===== src/spims_pkg.sv =====
package spims_pkg;

  // APB address width and register word indices
  localparam int         ADDR_W   = 12;
  localparam logic [9:0] IDX_CTRL = 10'h02c;
  localparam logic [9:0] IDX_STAT = 10'h02d;
  localparam logic [9:0] IDX_DATA = 10'h02e;
  localparam logic [9:0] IDX_PINS = 10'h02f;

  // Control register fields
  localparam int CTRL_IRQ_EN = 7;
  localparam int CTRL_EN     = 6;
  localparam int CTRL_LSB    = 5;
  localparam int CTRL_MASTER_SELECT   = 4;
  localparam int CTRL_CLOCK_POLARITY   = 3;
  localparam int CTRL_CLOCK_PHASE   = 2;
  localparam int CTRL_RATE_H = 1;
  localparam int CTRL_RATE_L = 0;

  // Status register fields
  localparam int STAT_DONE = 7;
  localparam int STAT_WRITE_COLLISION_FLAG = 6;
  localparam int STAT_DBL  = 0;

  // Pin control register fields
  localparam int PINS_MOSI_DIR = 0;
  localparam int PINS_MISO_DIR = 1;
  localparam int PINS_SCK_DIR  = 2;
  localparam int PINS_SS_DIR   = 3;
  localparam int PINS_SS_LEVEL = 4;
  localparam int PINS_GIE      = 5;

  // Reset values
  localparam logic [7:0] CTRL_RST = 8'h00;
  localparam logic       DBL_RST  = 1'h0;
  localparam logic [5:0] PINS_RST = 6'h00;

  // Edge count of one byte: 16 edges, last index
  localparam logic [3:0] LAST_EDGE = 4'hf;

  // SCK divisors by {double, rate_hi, rate_lo}
  localparam int DIV_0 = 4;
  localparam int DIV_1 = 16;
  localparam int DIV_2 = 64;
  localparam int DIV_3 = 128;
  localparam int DIV_4 = 2;
  localparam int DIV_5 = 8;
  localparam int DIV_6 = 32;
  localparam int DIV_7 = 64;

  typedef enum logic [1:0] {
    ST_IDLE  = 2'b01,
    ST_SHIFT = 2'b10
  } spims_xfer_e;

  // Pins as seen from outside, already resolved
  typedef struct packed {
    logic sck_i;
    logic mosi_i;
    logic miso_i;
    logic ss_i;
  } spims_pin_in_s;

  // Pin drive values and enables
  typedef struct packed {
    logic sck_o;
    logic sck_oe;
    logic mosi_o;
    logic mosi_oe;
    logic miso_o;
    logic miso_oe;
    logic ss_o;
    logic ss_oe;
  } spims_pin_out_s;

  // Half SCK period minus one, in pclk cycles
  function automatic logic [6:0] spims_half(input logic [2:0] code);
    logic [6:0] h;
    h = 7'(DIV_0 / 2 - 1);
    unique case (code)
      3'h0: h = 7'(DIV_0 / 2 - 1);
      3'h1: h = 7'(DIV_1 / 2 - 1);
      3'h2: h = 7'(DIV_2 / 2 - 1);
      3'h3: h = 7'(DIV_3 / 2 - 1);
      3'h4: h = 7'(DIV_4 / 2 - 1);
      3'h5: h = 7'(DIV_5 / 2 - 1);
      3'h6: h = 7'(DIV_6 / 2 - 1);
      3'h7: h = 7'(DIV_7 / 2 - 1);
    endcase
    return h;
  endfunction

endpackage


===== src/spims_top.sv =====
`timescale 1ns/10ps
module spims_top (
  input  wire logic                        pclk,    // System clock
  input  wire logic                        presetn, // Async reset, low
  input  wire logic                        psel,    // APB select
  input  wire logic                        penable, // APB access phase
  input  wire logic                        pwrite,  // APB write
  input  wire logic [spims_pkg::ADDR_W-1:0] paddr,  // APB byte address
  input  wire logic [31:0]                 pwdata,  // APB write data
  output logic      [31:0]                 prdata,  // APB read data
  output logic                             pready,  // APB ready
  output logic                             pslverr, // APB error
  input  wire logic                        irq_ack, // Vector taken
  input  wire spims_pkg::spims_pin_in_s    pin_in,  // Pin levels
  output spims_pkg::spims_pin_out_s        pin_out, // Pin drives
  output logic                             irq      // Interrupt
);
  import spims_pkg::*;

  // Whole state of the port in one record
  typedef struct packed {
    logic [7:0]     ctrl;    // Control register
    logic           dbl;     // Double speed bit
    logic           done;    // Transfer done flag
    logic           write_collision_flag;    // Write collision flag
    logic           armed;   // Status read saw a flag
    logic [5:0]     pins;    // Pin control register
    spims_xfer_e    st;      // Master transfer state
    logic [3:0]     edges;   // SCK edges in this byte
    logic [6:0]     div;     // Half period counter
    logic           sck;     // Master SCK level
    logic           ser;     // Serial out bit
    logic [7:0]     shreg;   // Shift register
    logic [7:0]     txbyte;  // Copy for slave restart
    logic [7:0]     rxbuf;   // Receive buffer
    logic [2:0]     sck_sy;  // SCK sync and edge tap
    logic [1:0]     ss_sy;   // Select sync
    logic [1:0]     mosi_sy; // MOSI sync
    logic [1:0]     miso_sy; // MISO sync
    logic [31:0]    prdata;  // Read data
    logic           pready;  // Ready
    logic           pslverr; // Error
    logic           irq;     // Interrupt
    spims_pin_out_s po;      // Pin drives
  } spims_state_s;

  spims_state_s r;      // Registered state
  spims_state_s n;      // Next state

  // Decoded views of the current state
  logic       en;       // Port enabled
  logic       master_select;     // Master role
  logic       clock_polarity;     // Idle level
  logic       clock_phase;     // Phase
  logic       lsb;      // LSB first
  logic       ss_low;   // Synchronised select low
  logic       slv_act;  // Selected slave
  logic       busy;     // Byte in flight
  logic       fault;    // Mode fault
  logic       edge_ev;  // One SCK edge now
  logic       sample;   // Capture edge
  logic       setup;    // Launch edge
  logic       fin;      // Last edge of byte
  logic       in_bit;   // Bit being captured
  logic       out_bit;  // Bit to launch
  logic [7:0] shifted;  // Shift register after capture

  // APB decode
  logic       acc;      // Access phase, not yet ready
  logic       done_acc; // Access completes this edge
  logic       hit_ctrl; // Control selected
  logic       hit_stat; // Status selected
  logic       hit_data; // Data selected
  logic       hit_pins; // Pin control selected
  logic       hit_any;  // Mapped address
  logic       wr_data;  // Data write completes
  logic       rd_stat;  // Status read completes
  logic       acc_data; // Any data access completes

  // Next-state logic for the whole port
  always_comb begin
    n = r;

    en   = r.ctrl[CTRL_EN];
    master_select = r.ctrl[CTRL_MASTER_SELECT];
    clock_polarity = r.ctrl[CTRL_CLOCK_POLARITY];
    clock_phase = r.ctrl[CTRL_CLOCK_PHASE];
    lsb  = r.ctrl[CTRL_LSB];

    // Bit order picks the end of the register
    out_bit = lsb ? r.shreg[0] : r.shreg[7];

    // Only the second sync stage is looked at
    ss_low  = ~r.ss_sy[1];
    slv_act = en & ~master_select & ss_low;

    // APB address decode on word index
    hit_ctrl = (paddr[ADDR_W-1:2] == IDX_CTRL);
    hit_stat = (paddr[ADDR_W-1:2] == IDX_STAT);
    hit_data = (paddr[ADDR_W-1:2] == IDX_DATA);
    hit_pins = (paddr[ADDR_W-1:2] == IDX_PINS);
    hit_any  = hit_ctrl | hit_stat | hit_data | hit_pins;
    acc      = psel & penable & ~r.pready;
    done_acc = psel & penable & r.pready;
    wr_data  = done_acc & pwrite & hit_data;
    rd_stat  = done_acc & ~pwrite & hit_stat;
    acc_data = done_acc & hit_data;

    // In flight: master shifting, or slave mid-byte
    busy = (r.st == ST_SHIFT) | (slv_act & (r.edges != 4'h0));

    // Another master pulls our select input low
    fault = en & master_select & ~r.pins[PINS_SS_DIR] & ss_low;

    // Edge source depends on role
    if (master_select) begin
      edge_ev = (r.st == ST_SHIFT) & (r.div == 7'h00);
      in_bit  = r.miso_sy[1];
    end else begin
      // Slave edges from sync taps, needs slow SCK
      edge_ev = slv_act & (r.sck_sy[1] != r.sck_sy[2]);
      in_bit  = r.mosi_sy[1];
    end

    // Even edges lead, odd trail; phase picks capture
    sample = edge_ev & (r.edges[0] == clock_phase);
    setup  = edge_ev & (r.edges[0] != clock_phase);
    fin    = edge_ev & (r.edges == LAST_EDGE);

    shifted = lsb ? {in_bit, r.shreg[7:1]}
                  : {r.shreg[6:0], in_bit};

    // Two-stage synchronisers for every input pin
    n.sck_sy  = {r.sck_sy[1:0], pin_in.sck_i};
    n.ss_sy   = {r.ss_sy[0], pin_in.ss_i};
    n.mosi_sy = {r.mosi_sy[0], pin_in.mosi_i};
    n.miso_sy = {r.miso_sy[0], pin_in.miso_i};

    // Master bit clock: toggle every half period
    if (r.st == ST_SHIFT) begin
      if (r.div == 7'h00) begin
        n.div = spims_half({r.dbl, r.ctrl[CTRL_RATE_H:CTRL_RATE_L]});
        n.sck = ~r.sck;
      end else begin
        n.div = r.div - 7'h01;
      end
    end else begin
      // Idle level follows polarity
      n.sck = clock_polarity;
    end

    // Edge bookkeeping, launch and capture apart
    if (edge_ev) begin
      n.edges = r.edges + 4'h1;
    end
    if (sample) begin
      n.shreg = shifted;
    end
    if (setup) begin
      n.ser = out_bit;
    end
    // Phase zero: first bit stands before first edge
    if (!clock_phase && r.edges == 4'h0 && !edge_ev) begin
      n.ser = out_bit;
    end

    // End of byte: buffer it, raise flag
    if (fin) begin
      n.rxbuf  = n.shreg;
      n.txbyte = n.shreg;
      n.st     = ST_IDLE;
      n.edges  = 4'h0;
    end

    // Deselected slave drops partial byte
    if (!master_select && !slv_act) begin
      n.edges = 4'h0;
      n.shreg = r.txbyte;
    end

    // Port disabled: no serial activity at all
    if (!en) begin
      n.st    = ST_IDLE;
      n.edges = 4'h0;
    end

    // Register writes take effect at the ready edge
    if (done_acc && pwrite) begin
      if (hit_ctrl) begin
        // Role from the master select bit
        n.ctrl = pwdata[7:0];
      end
      if (hit_stat) begin
        n.dbl = pwdata[STAT_DBL];
      end
      if (hit_pins) begin
        n.pins = pwdata[5:0];
      end
    end

    // Data write: load, or flag collision
    if (wr_data) begin
      if (!busy) begin
        n.shreg  = pwdata[7:0];
        n.txbyte = pwdata[7:0];
        // First bit out now; divide by two leaves no idle cycle
        n.ser    = lsb ? pwdata[0] : pwdata[7];
        if (en && master_select) begin
          // Start the bit clock for eight bits
          n.st    = ST_SHIFT;
          n.edges = 4'h0;
          n.div   = spims_half({r.dbl,
                                r.ctrl[CTRL_RATE_H:CTRL_RATE_L]});
          n.sck   = clock_polarity;
        end
      end
    end

    // Mode fault drops to slave; only software restores
    if (fault) begin
      n.ctrl[CTRL_MASTER_SELECT] = 1'b0;
      n.st              = ST_IDLE;
      n.edges           = 4'h0;
    end

    // Status read showing a flag arms the clear
    if (rd_stat) begin
      n.armed = r.prdata[STAT_DONE] | r.prdata[STAT_WRITE_COLLISION_FLAG];
    end
    if (acc_data && r.armed) begin
      n.done  = 1'b0;
      n.write_collision_flag  = 1'b0;
      n.armed = 1'b0;
    end
    // Vector taken clears the done flag
    if (irq_ack) begin
      n.done = 1'b0;
    end
    // Sets come last so they win over a clear
    if (fin || fault) begin
      n.done = 1'b1;
    end
    if (wr_data && busy) begin
      n.write_collision_flag = 1'b1;
    end

    // APB answer: one wait cycle, then ready
    n.pready  = acc;
    n.pslverr = acc & ~hit_any;
    n.prdata  = 32'h0000_0000;
    if (acc && !pwrite) begin
      unique case (1'b1)
        hit_ctrl: n.prdata[7:0] = r.ctrl;
        // Reserved bits five to one stay zero
        hit_stat: n.prdata[7:0] = {r.done, r.write_collision_flag, 5'h00, r.dbl};
        hit_data: n.prdata[7:0] = r.rxbuf;
        hit_pins: n.prdata[5:0] = r.pins;
        default:  n.prdata      = 32'h0000_0000;
      endcase
    end

    // Interrupt needs flag, enable and global enable
    n.irq = r.done & r.ctrl[CTRL_IRQ_EN] & r.pins[PINS_GIE];

    // Master SCK and MOSI as user directs; slave SCK and MOSI inputs
    n.po.sck_o   = n.sck;
    n.po.sck_oe  = en & master_select & r.pins[PINS_SCK_DIR];
    n.po.mosi_o  = n.ser;
    n.po.mosi_oe = en & master_select & r.pins[PINS_MOSI_DIR];
    n.po.miso_o  = n.ser;
    // Selected slave drives MISO only when user says
    n.po.miso_oe = slv_act & r.pins[PINS_MISO_DIR];
    // Select as plain output when off or master, input when enabled slave
    n.po.ss_o    = r.pins[PINS_SS_LEVEL];
    n.po.ss_oe   = r.pins[PINS_SS_DIR] & (~en | master_select);
  end

  // State register; reset loads constants only
  always_ff @(posedge pclk or negedge presetn) begin
    if (!presetn) begin
      r         <= '0;
      r.ctrl    <= CTRL_RST;
      r.dbl     <= DBL_RST;
      r.pins    <= PINS_RST;
      r.st      <= ST_IDLE;
      r.sck_sy  <= 3'h0;
      r.ss_sy   <= 2'h3;
      r.shreg   <= 8'h00;
      r.txbyte  <= 8'h00;
    end else begin
      r <= n;
    end
  end

  // Every output straight from the state register
  assign prdata  = r.prdata;
  assign pready  = r.pready;
  assign pslverr = r.pslverr;
  assign pin_out = r.po;
  assign irq     = r.irq;

endmodule // spims_top


===== config.mk =====
export PLATFORM = sky130hd
export DESIGN_NAME = spims_top
export DESIGN_NICKNAME = d
export VERILOG_FILES = /design/src/spims_pkg.sv /design/src/spims_top.sv
export SDC_FILE = /design/constraint.sdc
export NUM_CORES = 1
export LEC_CHECK = 0
export ABC_CLOCK_PERIOD_IN_PS = 3100
export BUFFER_PORTS_ARGS = -buffer_cell sky130_fd_sc_hd__buf_2
export CAP_MARGIN = 30
export CORE_MARGIN = 2
export CORE_UTILIZATION = 30
export CTS_CLUSTER_SIZE = 14
export DETAILED_ROUTE_END_ITERATION = 8
export GPL_TIMING_DRIVEN = 0
export REMOVE_ABC_BUFFERS = 1
export SLEW_MARGIN = 20
export SYNTH_ARGS = -nofsm -noshare
export SYNTH_HDL_FRONTEND = slang
export SYNTH_SLANG_ARGS = --single-unit

===== constraint.sdc =====
create_clock -name pclk -period 3.1 [get_ports pclk]
set_input_delay 0.775 -clock pclk [delete_from_list [all_inputs] [get_ports pclk]]
set_output_delay 0.775 -clock pclk [all_outputs]
set_load 0.01 [all_outputs]

==> results.tsv <==
stage	metric	value	unit
clock_network	cts_sinks	82	
floorplan	initial_core_util	30.3	%
drt	met2_length	5370	µm
synthesis	syn_area_per_cell	10.0	µm²
synthesis	yosysSeqAreaShare	47.1	%
sta	whs	0.346	ns
synthesis	synthArstFlopShare	100	%
clock_network	clk_latency	0.35	ns
clock_network	cts_resized	0	
setup_path	start_kind	register	
placement	dp_hpwl	7500	µm
finish	design_area	4880	µm²
drt	wl_met3	488	µm
drt	drtIter0Drc	349	
setup_path	critical_path_arrival	2.85	ns
finish	layout.nets	517	
sta	finalMaxSlewViolations	0	
synthesis	yosys.cell_types.count	62	
placement	portBuffers	46	
finish	syn2layout_area_growth	12.0	%
setup_path	crit_type	reg2reg	
floorplan	fp.dieW	125	µm
power	power_density	476	nW/µm²
setup_path	required	3.36	ns
drt	wl_met1	4350	µm
sta	tightest_slew	0.895	ns
clock_network	cts_hold_buf	0	
drt	via_count	3266	
drt	viasPerCell	5.04	
placement	gp_congestion	0.848	
floorplan	core	14400	µm²
finish	fillers	1451	
drt	routed_wl	10400	µm
power	power.leakage	2.23	nW
placement	dpl.cell_count	631	
synthesis	synth-edff-count	0	
power	ir_drop	0.302	mV
clock_network	clockRootBuffer	clkbuf_16	
floorplan	die_area	15500	µm²
floorplan	fp.dieH	125	µm
synthesis	ys.flop_type	dfrtp_1	
setup_path	cp-end-kind	register	
outcome	status	completed	
drt	ant_nets	0	
grt	grt_usage	14.0	%
synthesis	synth_area	4360	µm²
drt	top_layer_used	met4	
sta	hold_viol_final	0	
clock_network	cts_buffer_depth	2	
sta	slew_headroom	40.2	%
finish	final_cells	648	
grt	antenna_found_initial	0	
synthesis	synth_top_area_share	45.3	%
sta	fmax	386	MHz
synthesis	ys_ff_latch	82	
floorplan	num_rows	44	
synthesis	syn-instance-count	435	
synthesis	yosysTopAreaCell	dfrtp_1	
job	maxCapViolCount	0	
clock_network	cts_tree	yes	
min_path	min_path_type	reg2reg	
placement	dpl_cell_area	4560	µm²
sta	fin_crit	2.59	ns
finish	antenna_cells	0	
clock_network	cts.htree.levels	3	
synthesis	yosysMostFrequentCell	dfrtp_1	
drt	route.detailed.drc	0	
synthesis	ys_top_cells_by_area	dfrtp_1 (45%), buf_4 (7.1%), mux2_2 (5.2%)	
sta	clock_skew	0.00987	ns
grt	grt_start_max_net_pins	47	
sta	rsz0062_at_grt	no	
clock_network	cts_made_buffers	9	
synthesis	synth_commonest_cells	dfrtp_1 (79), nor2_1 (48), buf_4 (41), nand2_1 (32), a21oi_1 (23)	
sta	min_period_over_period	83.7	%
setup_path	worstPathMaxFanout	16	
finish	drive_above_1_share	22.4	%
sta	setup_violations	0	
drt	drtPass1Iterations	4	
clock_network	path_clk_slew	0.06	ns
grt	grt_pass1_vias	3278	
grt	grt_pass1_wl	17200	µm
floorplan	io_pins	97	
grt	grt_overflow	0	
drt	route.detailed.wl_per_inst	16.1	µm
synthesis	yosys_warnings	0	
clock_network	post_cts_buffers	0	
[through the flow]
stage	power [mW]	setup slack [ns]	utilization, %	TNS [ns]
finish	2.33	0.507	34.0	0
floorplan	1.13	0.555	-	0
CTS	2.36	0.255	33.9	0
global route	2.41	0.300	34.0	0
global placement	1.19	0.0281	31.5	0
detailed placement	1.20	-0.0133	31.7	-0.0133
[layout make-up]
class                           count  area [µm²]  share of cell area [%]
Multi-Input combinational cell    306        1970                    40.3
Clock inverter                      7        93.8                    1.92
Tap cell                          184         230                    4.71
Inverter                           12        45.0                   0.922
Sequential cell                    82        2060                    42.1
Clock buffer                        9         225                    4.61
Timing Repair Buffer               48         268                    5.48
[per-layer routing]
metal	global-route usage [%]	up-vias
li1	-	1532
met4	6.28	0
met5	0	-
met2	23.5	69
met3	3.57	11
met1	16.9	1654
[worst max-delay path, stage by stage, from the launching register on]
cell      delay, ns
dfrtp_1        0.46
inv_1          0.19
ha_1           0.16
or3b_2         0.48
a21oi_1        0.28
and2_2         0.42
nor2_1         0.23
a211oi_1       0.28
[path summary, 6_finish.rpt]
| kind | start | to | slack (ns) | depth (start not counted) |
|---|---|---|---|---|
| max | r[85] | r[74] | 0.51 | 7 |
| min | n[46] | r[46] | 0.35 | 0 |
| max reg2reg | r[85] | r[74] | 0.51 | 7 |
| min reg2reg | n[46] | r[46] | 0.35 | 0 |
| max in group asynchronous | presetn | r[89] | 2.05 | 2 |
| min in group asynchronous | presetn | pin_out[4] | 0.40 | 1 |
[flip-flops by register name, indices dropped and copies added (netlist names)]
register and flops:
lsb 1, prdata 8, irq 1, clock_phase 1
master_select 1, r 53, n 6, clock_polarity 1
pin_out 7, en 1, pready 1, pslverr 1
[kinds of logic (layout without fill, tap and decap cells)]
kind of cell | Yosys count | after routing | synth area share (%)
simple gates | 145 | 145 | 17.0
fa+ha+maj | 4 | 4 | 1.15
flops | 82 | 82 | 47.1
compound gates | 86 | 86 | 13.1
mux | 40 | 40 | 10.3
xor+xnor | 7 | 7 | 1.41
other cells | 1 | 24 | 0.0860
buf+inv | 70 | 76 | 9.78
[report_power, final]
group	internal, mW	total, mW	leakage, nW	switching (mW)
Combinational	0.0254	0.0911	1.04	0.0658
Sequential	1.08	1.08	1.03	0.00400
Clock	0.703	1.15	0.151	0.449
[layout by cell type (no fill, tap or decap), drive strengths merged, types with 4 or more instances in the layout]
cell type / n
buf: 47
ha: 4
dfrtp: 79
nor3: 13
xor2: 4
conb: 24
and2: 5
mux2: 20
o21ai: 17
nor2b: 6
o221ai: 7
clkbuf: 10
nand2: 32
a211oi: 8
nor2: 48
a21oi: 24
nand3b: 4
nand3: 12
and3: 5
a31oi: 6
inv: 12
mux2i: 18
Note: power is estimated with default switching activity, not from simulation.
